### config.mk
export PLATFORM = sky130hd
export DESIGN_NAME = bsf_supervisor
export DESIGN_NICKNAME = d
export VERILOG_FILES = /design/src/rtl/bsf_pkg.sv /design/src/rtl/bsf_mode_ctrl.sv /design/src/rtl/bsf_supervisor.sv /design/src/rtl/bsf_sync3.sv
export SDC_FILE = /design/constraint.sdc
export NUM_CORES = 1
export LEC_CHECK = 0
export BUFFER_PORTS_ARGS = -buffer_cell sky130_fd_sc_hd__buf_4
export CAP_MARGIN = 10
export CORE_MARGIN = 2
export CORE_UTILIZATION = 50
export CTS_BUF_LIST = sky130_fd_sc_hd__clkbuf_2 sky130_fd_sc_hd__clkbuf_4 sky130_fd_sc_hd__clkbuf_8
export DETAILED_ROUTE_END_ITERATION = 6
export PLACE_DENSITY = 0.81
export SYNTH_ARGS = -nofsm -noshare
export SYNTH_HDL_FRONTEND = slang
export SYNTH_SLANG_ARGS = --single-unit
### constraint.sdc
create_clock -name sys_clk -period 2.55 [get_ports sys_clk]
set_clock_uncertainty 0.2 [all_clocks]
set_input_delay 0 -clock sys_clk [delete_from_list [all_inputs] [get_ports sys_clk]]
set_output_delay 0 -clock sys_clk [all_outputs]
set_load 0.005 [all_outputs]
### src/rtl/bsf_pkg.sv
// Shared constants and types for the boost startup fault supervisor
// Overview of operation
// - Soft start begins with the switch held at minimum on-time continuously.
// - After that phase, on-time follows the rising compensation level.
// - Soft-start ramp timer runs a fixed 100 ms.
// - Regulation reached or output at 90% of limit ends soft start early.
// - Dominant string on: regulate its sink pin to the target.
// - Dominant string off: switch to upper threshold, then hysteresis band.
// - Chip enable high starts gradual turn-on of input disconnect switch.
// - Input overcurrent from a direct short turns disconnect switch off.
// - Output undervoltage at startup stops the startup sequence.
// - Secondary switch-node overcurrent shuts down with no restart.
// - Secondary switch-node overvoltage shuts down with no restart.
// - Input overcurrent at startup cuts input power via disconnect switch.
// - Open or shorted-LED string is disabled alone; others keep running.
// - Sink pin ground short at startup check holds off startup.
// - Overvoltage from ground short shuts down, rechecks shorts before restart. The code does not act on it in ST_SOFTMIN, only in ST_SOFTRAMP and ST_RUN.
// - Frequency-set pin fault blocks restart until removed.
// - Lost external sync falls back to resistor-set frequency.
package bsf_pkg;
	localparam int CLK_HZ = 40_000_000;
	localparam int SOFT_START_MS = 100;
	localparam int SOFT_START_CYC = CLK_HZ / 1000 * SOFT_START_MS;
	localparam int MIN_ON_PHASE_NS = 1000;
	localparam int MIN_ON_PHASE_CYC = (MIN_ON_PHASE_NS * 40 + 999) / 1000;
	localparam int SYNC_LOSS_NS = 5000;
	localparam int SYNC_LOSS_CYC = SYNC_LOSS_NS * 40 / 1000;
	localparam int NUM_STRINGS = 10;

	typedef enum logic [1:0] {
		BSF_ONTIME_OFF,
		BSF_ONTIME_MIN,
		BSF_ONTIME_COMP
	} bsf_ontime_type;

	typedef enum logic [1:0] {
		BSF_REG_IDLE,
		BSF_REG_SINK,
		BSF_REG_CLIMB,
		BSF_REG_HYST
	} bsf_reg_type;
endpackage

### src/rtl/bsf_mode_ctrl.sv
// Regulation mode selector: sink regulation or output hysteresis
module bsf_mode_ctrl (
	input wire logic sys_clk,
	input wire logic rst_n,
	input wire logic enable,
	input wire logic dominantOn,
	input wire logic outAboveUpper,
	input wire logic outBelowLower,
	output bsf_pkg::bsf_reg_type regMode,
	output logic switchReq
);
	import bsf_pkg::*;

	bsf_reg_type state;
	bsf_reg_type next_state;
	logic next_switch;

	always_comb begin
		next_state = state;
		next_switch = 1'b0;
		if (!enable) begin
			next_state = BSF_REG_IDLE;
		end else if (dominantOn) begin
			next_state = BSF_REG_SINK;
			next_switch = 1'b1;
		end else begin
			unique case (state)
				BSF_REG_IDLE, BSF_REG_SINK: begin
					next_state = BSF_REG_CLIMB;
					next_switch = !outAboveUpper;
				end
				BSF_REG_CLIMB: begin
					next_switch = !outAboveUpper;
					if (outAboveUpper) begin
						next_state = BSF_REG_HYST;
					end
				end
				BSF_REG_HYST: begin
					// Hold switching from lower until upper threshold
					if (outBelowLower) begin
						next_switch = 1'b1;
					end else if (outAboveUpper) begin
						next_switch = 1'b0;
					end else begin
						next_switch = switchReq;
					end
				end
			endcase
		end
	end

	always_ff @(posedge sys_clk or negedge rst_n) begin
		if (!rst_n) begin
			state <= BSF_REG_IDLE;
			switchReq <= 1'b0;
		end else begin
			state <= next_state;
			switchReq <= next_switch;
		end
	end

	// Mode is reported straight from the state register
	assign regMode = state;
endmodule

### src/rtl/bsf_supervisor.sv
// Startup sequencer and system fault supervisor for the boost LED driver
module bsf_supervisor #(
	parameter int SOFT_START_CYCLES = bsf_pkg::SOFT_START_CYC,
	parameter int NSTR = bsf_pkg::NUM_STRINGS
) (
	input wire logic sys_clk,
	input wire logic rst_n,
	input wire logic chipEnable,
	input wire logic inputOvercurrent,
	input wire logic outputUndervoltage,
	input wire logic swSecOvercurrent,
	input wire logic swSecOvervoltage,
	input wire logic outputOvervoltage,
	input wire logic outAt90Pct,
	input wire logic ledRegulated,
	input wire logic dominantOn,
	input wire logic outAboveUpper,
	input wire logic outBelowLower,
	input wire logic [NSTR-1:0] sinkGndShort,
	input wire logic [NSTR-1:0] sinkOpenOrShorted,
	input wire logic fsetFault,
	input wire logic extSync,
	output logic disconnectOn,
	output bsf_pkg::bsf_ontime_type onTimeMode,
	output logic switchEnable,
	output logic softStartActive,
	output logic [NSTR-1:0] stringEnable,
	output logic useExtClock,
	output logic latchedOff,
	output logic gndCheckActive
);
	import bsf_pkg::*;

	typedef enum logic [2:0] {
		ST_OFF,
		ST_GNDCHECK,
		ST_SOFTMIN,
		ST_SOFTRAMP,
		ST_RUN,
		ST_LATCHED
	} bsf_state_type;

	bsf_state_type state;
	bsf_state_type next_state;
	logic [26:0] ssCount;
	logic enSync;
	logic enPrev;
	logic inOcSync;
	logic uvSync;
	logic secOcSync;
	logic secOvSync;
	logic ovpSync;
	logic at90Sync;
	logic regSync;
	logic domSync;
	logic upSync;
	logic lowSync;
	logic fsetSync;
	logic syncSync;
	logic syncPrev;
	logic [7:0] syncIdle;
	logic [NSTR-1:0] gndSync;
	logic [NSTR-1:0] badSync;
	logic [NSTR-1:0] dropped;
	logic modeSwitch;
	bsf_reg_type regMode;

	localparam logic [26:0] SS_LAST = 27'(SOFT_START_CYCLES - 1);
	localparam logic [26:0] MIN_LAST = 27'(MIN_ON_PHASE_CYC - 1);
	localparam logic [7:0] SYNC_LAST = 8'(SYNC_LOSS_CYC - 1);

	// All analog comparator outputs are asynchronous to sys_clk
	logic [12:0] rawIn;
	logic [12:0] synIn;
	assign rawIn = {chipEnable, inputOvercurrent, outputUndervoltage,
		swSecOvercurrent, swSecOvervoltage, outputOvervoltage, outAt90Pct,
		ledRegulated, dominantOn, outAboveUpper, outBelowLower, fsetFault,
		extSync};
	assign {enSync, inOcSync, uvSync, secOcSync, secOvSync, ovpSync,
		at90Sync, regSync, domSync, upSync, lowSync, fsetSync,
		syncSync} = synIn;

	for (genvar i = 0; i < 13; i++) begin : g_sync
		bsf_sync3 u_sync (
			.sys_clk(sys_clk),
			.rst_n(rst_n),
			.din(rawIn[i]),
			.dout(synIn[i])
		);
	end
	for (genvar j = 0; j < NSTR; j++) begin : g_str
		bsf_sync3 u_gnd (
			.sys_clk(sys_clk),
			.rst_n(rst_n),
			.din(sinkGndShort[j]),
			.dout(gndSync[j])
		);
		bsf_sync3 u_bad (
			.sys_clk(sys_clk),
			.rst_n(rst_n),
			.din(sinkOpenOrShorted[j]),
			.dout(badSync[j])
		);
	end

	wire switching = state inside {ST_SOFTMIN, ST_SOFTRAMP, ST_RUN};
	wire starting = state inside {ST_GNDCHECK, ST_SOFTMIN, ST_SOFTRAMP};
	wire enRise = enSync && !enPrev;
	wire ssDone = state == ST_SOFTRAMP && (ssCount >= SS_LAST
		|| regSync || at90Sync);
	wire secFault = switching && (secOcSync || secOvSync);
	wire ovpGndShort = switching && ovpSync && |(gndSync & stringEnable);
	// Any input overcurrent is treated as a direct short: no retry
	wire inOcFault = inOcSync;
	wire fatal = secFault || inOcFault;
	wire startBlock = fsetSync || |gndSync;

	always_comb begin
		next_state = state;
		if (!enSync) begin
			next_state = ST_OFF;
		end else begin
			unique case (state)
				ST_OFF: begin
					if (enRise) begin
						next_state = ST_GNDCHECK;
					end
				end
				ST_GNDCHECK: begin
					if (inOcFault) begin
						next_state = ST_LATCHED;
					end else if (!startBlock && !uvSync) begin
						next_state = ST_SOFTMIN;
					end
				end
				ST_SOFTMIN: begin
					if (fatal) begin
						next_state = ST_LATCHED;
					end else if (uvSync) begin
						next_state = ST_GNDCHECK;
					end else if (ssCount >= MIN_LAST) begin
						next_state = ST_SOFTRAMP;
					end
				end
				ST_SOFTRAMP: begin
					if (fatal) begin
						next_state = ST_LATCHED;
					end else if (ovpGndShort) begin
						next_state = ST_GNDCHECK;
					end else if (uvSync) begin
						next_state = ST_GNDCHECK;
					end else if (ssDone) begin
						next_state = ST_RUN;
					end
				end
				ST_RUN: begin
					if (fatal) begin
						next_state = ST_LATCHED;
					end else if (ovpGndShort || fsetSync) begin
						next_state = ST_GNDCHECK;
					end
				end
				ST_LATCHED: begin
					next_state = ST_LATCHED;
				end
			endcase
		end
	end

	always_ff @(posedge sys_clk or negedge rst_n) begin
		if (!rst_n) begin
			state <= ST_OFF;
			enPrev <= 1'b0;
		end else begin
			state <= next_state;
			enPrev <= enSync;
		end
	end

	// One counter serves the minimum on-time phase and the ramp
	always_ff @(posedge sys_clk or negedge rst_n) begin
		if (!rst_n) begin
			ssCount <= 27'h0000000;
		end else if (next_state != state) begin
			ssCount <= 27'h0000000;
		end else if (ssCount != SS_LAST) begin
			ssCount <= ssCount + 27'h0000001;
		end
	end

	// Strings dropped for open or shorted LEDs stay off until re-enable
	always_ff @(posedge sys_clk or negedge rst_n) begin
		if (!rst_n) begin
			dropped <= '0;
		end else if (state == ST_OFF) begin
			dropped <= '0;
		end else if (switching && !ovpGndShort) begin
			dropped <= dropped | badSync;
		end
	end

	// Sync loss counted in sys_clk cycles since the last sync edge
	always_ff @(posedge sys_clk or negedge rst_n) begin
		if (!rst_n) begin
			syncPrev <= 1'b0;
			syncIdle <= SYNC_LAST;
		end else begin
			syncPrev <= syncSync;
			if (syncSync != syncPrev) begin
				syncIdle <= 8'h00;
			end else if (syncIdle != SYNC_LAST) begin
				syncIdle <= syncIdle + 8'h01;
			end
		end
	end

	bsf_mode_ctrl u_mode (
		.sys_clk(sys_clk),
		.rst_n(rst_n),
		.enable(state == ST_RUN),
		.dominantOn(domSync),
		.outAboveUpper(upSync),
		.outBelowLower(lowSync),
		.regMode(regMode),
		.switchReq(modeSwitch)
	);

	always_ff @(posedge sys_clk or negedge rst_n) begin
		if (!rst_n) begin
			disconnectOn <= 1'b0;
			onTimeMode <= BSF_ONTIME_OFF;
			switchEnable <= 1'b0;
			softStartActive <= 1'b0;
			stringEnable <= '0;
			useExtClock <= 1'b0;
			latchedOff <= 1'b0;
			gndCheckActive <= 1'b0;
		end else begin
			// Disconnect switch stays on through recheck; only OFF/latch open it
			disconnectOn <= !(next_state inside {ST_OFF, ST_LATCHED});
			onTimeMode <= next_state == ST_SOFTMIN ? BSF_ONTIME_MIN :
				(next_state inside {ST_SOFTRAMP, ST_RUN}) ?
				BSF_ONTIME_COMP : BSF_ONTIME_OFF;
			switchEnable <= (next_state inside {ST_SOFTMIN, ST_SOFTRAMP})
				|| (next_state == ST_RUN && modeSwitch);
			softStartActive <= next_state inside {ST_SOFTMIN, ST_SOFTRAMP};
			stringEnable <= (next_state inside {ST_SOFTMIN, ST_SOFTRAMP,
				ST_RUN}) ? ~(dropped | badSync) : '0;
			useExtClock <= syncIdle != SYNC_LAST;
			latchedOff <= next_state == ST_LATCHED;
			gndCheckActive <= next_state == ST_GNDCHECK;
		end
	end
endmodule

### src/rtl/bsf_sync3.sv
// Three-flop input synchroniser with agreement filter
module bsf_sync3 (
	input wire logic sys_clk,
	input wire logic rst_n,
	input wire logic din,
	output logic dout
);
	logic s1;
	logic s2;
	logic s3;

	always_ff @(posedge sys_clk or negedge rst_n) begin
		if (!rst_n) begin
			s1 <= 1'b0;
			s2 <= 1'b0;
			s3 <= 1'b0;
			dout <= 1'b0;
		end else begin
			s1 <= din;
			s2 <= s1;
			s3 <= s2;
			if (s2 == s3) begin
				dout <= s3;
			end
		end
	end
endmodule

=== Word-level counts from Yosys, hierarchy flattened ===
Index checks and enable logic that the tools add are counted.
W data, S select, Z words.

* Logic and storage cells: 277
* Bits in registers: 203

* Reductions and logical operators: 37
* Equality and inequality tests: 53
* Mux-type cells: 32
* $add $sub $neg: 2
* Order comparisons: 2
* Bitwise logic cells: 3

{| class="wikitable"
|+ Operators with widths
! operator !! number
|-
| $mux W27 || 2
|-
| $mux W3 || 13
|-
| $eq A1 B1 Y1 || 33
|-
| $mux W10 || 3
|-
| $add A27 B1 Y27 const B || 1
|-
| $ge A27 B22 Y1 const B || 1
|-
| $ge A27 B6 Y1 const B || 1
|-
| $ne A27 B22 Y1 const B || 1
|-
| $reduce_or A10 Y1 || 2
|-
| $pmux W3 S6 || 1
|-
| $mux W8 || 2
|-
| $eq A3 B2 Y1 const B || 4
|-
| $eq A3 B3 Y1 const B || 4
|-
| $reduce_bool A2 Y1 || 6
|-
| $and A10 B10 Y10 || 1
|-
| $mux W2 || 5
|-
| $not A10 Y10 || 1
|-
| $or A10 B10 Y10 || 1
|-
| $add A8 B1 Y8 const B || 1
|-
| $logic_and A1 B1 Y1 || 8
|-
| $ne A4 B4 Y1 const B || 2
|-
| $ne A8 B8 Y1 const B || 1
|-
| $logic_or A1 B1 Y1 || 7
|-
| $eq A3 B1 Y1 const B || 2
|-
| 15 further kinds || 26
|}

=== Depth between registers and ports, before layout ===
* Depth in word-level cells: 14
* Gate-level depth with buffers: 12
* Gate-level depth less buffers: 10

=== Hierarchy ===
From an unflattened synthesis, not the netlist that was laid out.

* Cell total of the unflattened synthesis: 525
* Area total of the unflattened synthesis: 7,208.2 um2

{| class="wikitable"
|+ By module, submodules not included
! module !! area an instance (um2) !! times used !! seq. area each (um2) !! cells an instance
|-
| bsf_sync3 || 111.4 || 33 || 100.1 || 5
|-
| bsf_supervisor || 3,402.0 || 1 || 1,707.9 || 348
|-
| bsf_mode_ctrl || 131.4 || 1 || 75.1 || 12
|}

=== Least setup slack after synthesis ===
OpenSTA, ideal clock, no wires.

* Path type: flip-flop to flip-flop
* Start point: reg ssCount[15]
* End point: reg ssCount[25]
* Arrival time: 2.386 ns
* Cell stages (with the launch flop): 10
* Data required time: 2.229 ns
* Path buffers: 1
* Slack: -0.158 ns
* Cell sequence: dfrtp_1 -> or4_4 -> nor4_4 -> nand2_2 -> a211oi_2 -> o22a_4 -> inv_2 -> xnor2_4 -> buf_6 -> nor3_2

* Cells in the longest elaborated chain, start to end: 12
* Elaborated cells between the ends (all ways): 20
* Classes of those cells: add/sub (1); order compare (2); eq/ne (2); mux (11); reduce/logical (4)

{| class="wikitable"
|+ Ends and longest elaborated chain
! element !! RTL line !! source
|-
| start, declared || bsf_supervisor.sv:45 || <nowiki>logic [26:0] ssCount;</nowiki>
|-
| start signal, assigned || bsf_supervisor.sv:187 || <nowiki>ssCount <= ssCount + 27'h0000001;</nowiki>
|-
| $ge A27 B22 Y1 || bsf_supervisor.sv:109 || <nowiki>wire ssDone = state == ST_SOFTRAMP && (ssCount >= SS_LAST</nowiki>
|-
| $logic_or A1 B1 Y1 (2 in series) || bsf_supervisor.sv:110 || <nowiki>|| regSync || at90Sync);</nowiki>
|-
| $logic_and A1 B1 Y1 || bsf_supervisor.sv:109 ||
|-
| $mux W3 || bsf_supervisor.sv:152 || <nowiki>end else if (ssDone) begin</nowiki>
|-
| $mux W3 || bsf_supervisor.sv:150 || <nowiki>end else if (uvSync) begin</nowiki>
|-
| $mux W3 || bsf_supervisor.sv:148 || <nowiki>end else if (ovpGndShort) begin</nowiki>
|-
| $mux W3 || bsf_supervisor.sv:146 || <nowiki>if (fatal) begin</nowiki>
|-
| $pmux W3 S6 * || bsf_supervisor.sv:123 || <nowiki>unique case (state)</nowiki>
|-
| $mux W3 * || bsf_supervisor.sv:120 || <nowiki>if (!enSync) begin</nowiki>
|-
| via next_state[0] || bsf_supervisor.sv:44 || <nowiki>bsf_state_type next_state;</nowiki>
|-
| $ne A3 B3 Y1 * || bsf_supervisor.sv:184 || <nowiki>end else if (next_state != state) begin</nowiki>
|-
| $mux W27 / $reduce_bool A2 Y1 (equally long branches) || n/a ||
|}

The timed path passes the listed nets; every way through them passes the cells marked *. The select of a mux whose other input is x is not followed.
A chain may end at the register's enable or synchronous reset.

=== Final worst setup path ===
* Start point: reg g_str[6].u_gnd.dout
* End point: reg ssCount[22]

* Cells in the longest elaborated chain, start to end: 10
* Elaborated cells between the ends (all ways): 19
* Classes of those cells: eq/ne (1); mux (9); bitwise (1); reduce/logical (8)

{| class="wikitable"
|+ Ends and longest elaborated chain
! element !! RTL line !! source
|-
| start, declared || bsf_sync3.sv:6 || <nowiki>output logic dout</nowiki>
|-
| start signal, assigned || bsf_sync3.sv:17 || <nowiki>dout <= 1'b0;</nowiki>
|-
| start signal, assigned || bsf_sync3.sv:23 || <nowiki>dout <= s3;</nowiki>
|-
| $and A10 B10 Y10 / $reduce_or A10 Y1 (equally long branches) || bsf_supervisor.sv:112, bsf_supervisor.sv:116 ||
|-
| $reduce_or A10 Y1 / $logic_or A1 B1 Y1 (equally long branches) || bsf_supervisor.sv:112, bsf_supervisor.sv:116 ||
|-
| $logic_and A1 B1 Y1 / $logic_not A1 Y1 (equally long branches) || bsf_supervisor.sv:112, bsf_supervisor.sv:132 ||
|-
| $logic_or A1 B1 Y1 / $logic_and A1 B1 Y1 (equally long branches) || bsf_supervisor.sv:159, bsf_supervisor.sv:132 ||
|-
| $mux W3, on equally long branches || bsf_supervisor.sv:159, bsf_supervisor.sv:132 ||
|-
| $mux W3, on equally long branches || bsf_supervisor.sv:157, bsf_supervisor.sv:130 ||
|-
| $pmux W3 S6 * || bsf_supervisor.sv:123 ||
|-
| $mux W3 * || bsf_supervisor.sv:120 ||
|-
| via next_state[0] || bsf_supervisor.sv:44 ||
|-
| $ne A3 B3 Y1 * || bsf_supervisor.sv:184 ||
|-
| $mux W27 / $reduce_bool A2 Y1 (equally long branches) || n/a ||
|}

The timed path passes the listed nets; every way through them passes the cells marked *.

==> results by group <==
Status
  – Outcome: complete, but fails checks
  – Failing checks: negative setup slack

Global routing
  – Vias in the first global route: 5789
  – First-pass GRT wire length: 28600 µm
  – Initial antenna violation count: 0
  – Largest net degree at the start of global routing: 78
  – GR Overflow Total: 0
  – Total Routing Usage GR: between 20% and 30%

STA
  – Fmax: 365 MHz
  – Final Worst Setup Slack: -0.190 ns
  – RSZ-0062 raised after global routing: true
  – Final Setup Violations: 39
  – Fin crit period: around 2.7 ns
  – Max-slew violations: 0
  – Worst-Margin Slew: around 0.67 ns
  – Slew Limit Headroom: 55.3%
  – Hold Fails Final Rpt: 0
  – Period utilisation layout: 107%

Detailed routing
  – Routed len/inst: 18.6 µm
  – DR top layer: met4
  – Pre-antenna DRT Iters: 4
  – Met3 routed WL: 788 µm
  – Via count: 5361
  – Met2 routed WL: 10100 µm
  – DR iter-0 viols: 304
  – Routed WL: 18700 µm
  – Vias per cell: 5.34
  – Antenna Nets Post-Route: 0
  – DRC Markers: 0
  – DRT met1 WL: 7190 µm

Synth
  – Top-area cell type share of the netlist area: 67.1%
  – EDFF count, synth: 0
  – Syn_nets: between 500 and 600
  – Netlist cell types: 59
  – Post-synth ARST share: 100%
  – Synthesis Warnings: 0
  – Syn Std Cell Area: 7390 µm²
  – Register area share after synthesis: 68.8%
  – Top FF cell, synth: dfrtp_1
  – Synth area leaders: dfrtp_1 (67%), maj3_1 (4.5%), nor3_2 (2.7%)
  – Syn avg cell area: 13.8 µm²
  – Synthesized flop and latch total: slightly above 200
  – Mapped Cells: 534
  – Synth area leader: dfrtp_1

Placement
  – Placed cells: 853
  – RD Place Congestion: 0.904
  – Cell Area, Placed: 8760 µm²
  – IO Port Bufs: 52
  – HPWL Detailed: 10200 µm

Layout
  – Fill cell count: between 800 and 900
  – Layout Cells excl Fill: roughly 1000
  – Final instance area: 10800 µm²
  – Nets: approximately 840
  – Post-layout util: 74.9%
  – Layout cells sized above 1: approximately two fifths
  – # diodes: 0
  – Layout Area Growth over Synthesis: 46.7%

Critical path
  – Max Fanout on Critical Path: 5
  – RR Endpoint: ssCount[22]
  – CP arrival: 2.98 ns
  – Crit start category: flop
  – Crit path kind: flop to flop
  – Reg2Reg Launch Point: g_str[6].u_gnd.dout
  – Req. time, crit path: 2.79 ns
  – Worst reg-to-reg path cell count: 12
  – FF-to-FF setup slack: -0.19 ns
  – CP endpoint kind: flop

CTS
  – Clock Path Buffers: 3
  – H-tree depth: 2
  – Num CTS Buffers: 34
  – Reg clk slew, reported paths: 0.06 ns
  – Sink Count: 203
  – Root Buffer: clkbuf_8
  – CTS tree: done
  – Worst skew pair latency: between 0.5 and 0.6 ns

Floorplan
  – Rows: 44
  – Num ports: 53
  – Chip width: 126 µm
  – Starting Density: 51.0%
  – Die area: 15800 µm²
  – Die Span Y: 126 µm
  – Core box area: 14500 µm²

Power
  – Logic pwr share: 28.7%
  – Sw Ratio: between 20% and 30%
  – Static leakage: just under 5 nW
  – NetSw: 0.00291 W
  – VDD IR max: 0.674 mV
  – Share of power burned in registers: 38.8%
  – Internal power: 0.00678 W
  – Clk pwr share: 32.5%
  – Pwr Density: 893 nW/µm²

Worst hold path
  – Hold depth: 0
  – WHS Endpoint: g_sync[6].u_sync.s2
  – Hold WC Path Type: flop to flop
  – Hold Path Origin: g_sync[6].u_sync.s1

Job
  – Max Cap Viol: 0
cell type report:
class | instances | area [µm²] | share of cell area [%]
flip-flops and latches | 203 | 5090 | 47.0
multi-input cells | 307 | 2570 | 23.7
repair buffers | 239 | 2130 | 19.7
clock buffers | 50 | 651 | 6.00
well taps | 184 | 230 | 2.12
clock inverters | 6 | 100 | 0.923
inverters | 14 | 65.1 | 0.600
placed cells by master (no fill, tap or decap), drive strengths merged, types with 3 or more instances in the layout:
cell         count
dfrtp          198
buf            169
dlygate4sd3     68
clkbuf          52
nor3            48
maj3            33
nor2            30
nand2           27
xor2            22
a21oi           20
nand3           16
inv             14
xnor2           12
nand4           10
and3            10
nor4            10
o21ai            8
a31oi            7
dfstp            5
nand2b           4
a22oi            4
or4              3
or3b             3
a311oi           3
clkinv           3
ha               3
worst max-delay path by stage:
stage / to / cells after the start / slack (ns) / startpoint
detailed placement: stringEnable[8] / 8 / -0.33 / g_str[4].u_gnd.dout
finish: ssCount[22] / 12 / -0.19 / g_str[6].u_gnd.dout
CTS: ssCount[10] / 10 / -0.17 / ssCount[12]
floorplan: ssCount[25] / 10 / -0.05 / state[1]
global route: ssCount[10] / 10 / -0.26 / ssCount[12]
global placement: ssCount[25] / 9 / -0.23 / g_str[7].u_gnd.dout
cells by family after synthesis:
family	Yosys count	synth area share, %
xor+xnor	33	4.17
simple gates	173	13.6
compound gates	62	6.35
buf+inv	25	1.76
mux	2	0.271
flops	203	68.8
fa+ha+maj	36	4.98
critical path: stages, from the launching register on:
cell and delay (ns):
dfrtp_1 0.39, buf_6 0.13, nor4_4 0.27, buf_4 0.17
a31oi_2 0.07, a2111o_1 0.31, nor4_2 0.25, o22a_4 0.20
inv_6 0.05, xnor2_4 0.14, buf_12 0.14, buf_12 0.14
nor3_2 0.18
power groups by stage:
| stage | clock network [W] | registers (W) | logic [W] |
|---|---|---|---|
| after global placement | 0 | 0.00375 | 0.00177 |
| after floorplan | 0 | 0.00371 | 0.00102 |
| after global routing | 0.00339 | 0.00378 | 0.00294 |
| final | 0.00314 | 0.00376 | 0.00278 |
| after CTS | 0.00318 | 0.00373 | 0.00223 |
| after detailed placement | 0 | 0.00377 | 0.00183 |
synthesized netlist by cell type, types with 3 or more instances:
cell type and number:
buf_6 4, and3_1 10, dfstp_2 5, nor3_1 28, nand4_1 10, nand2_1 26, nor4_1 9, or3b_2 3
a31oi_1 7, nand2b_1 4, nor3_2 20, a22oi_1 3, maj3_1 33, inv_1 12, ha_1 3, xor2_1 22
nor2_1 30, nand3_1 16, clkbuf_1 6, o21ai_0 8, dfrtp_1 198, a21oi_1 20, xnor2_1 10
timing repair:
item / 4_1_cts / 5_1_grt
cloned: 1 / 2
endpoints found under the hold margin: 231 / 0
setup endpoints to repair: 43 / 45
hold buffers: 68 / 0
pin swaps: 16 / 25
buffers inserted: 15 / 10
resized for setup: 30 / 45
through the flow:
step	setup TNS, ns	power, W	setup WS (ns)	hold slack, ns
final	-5.64	0.00968	-0.190	0.146
after global routing	-7.97	0.0101	-0.258	0.156
after CTS	-4.16	0.00914	-0.174	0.148
after detailed placement	-10.48	0.00560	-0.335	-0.142
after global placement	-8.17	0.00552	-0.231	-0.155
after floorplan	-0.937	0.00473	-0.0483	-0.496
routing by layer:
| metal | track usage, % | vias up |
|---|---|---|
| li1 | - | 2420 |
| met1 | 27.5 | 2713 |
| met2 | 39.9 | 171 |
| met3 | 5.01 | 57 |
| met4 | 8.10 | 0 |
| met5 | 0 | - |
flip-flops by register name, summed over array words and instances, names as in the netlist, 3 cells and up:
signal	flops
dropped	10
g_str.u_bad.dout	10
g_str.u_bad.s1	10
g_str.u_bad.s2	10
g_str.u_bad.s3	10
g_str.u_gnd.dout	10
g_str.u_gnd.s1	10
g_str.u_gnd.s2	10
g_str.u_gnd.s3	10
g_sync.u_sync.dout	13
g_sync.u_sync.s1	13
g_sync.u_sync.s2	13
g_sync.u_sync.s3	13
ssCount	27
state	3
stringEnable	10
syncIdle	8
Note: power is estimated with default switching activity, not from simulation.
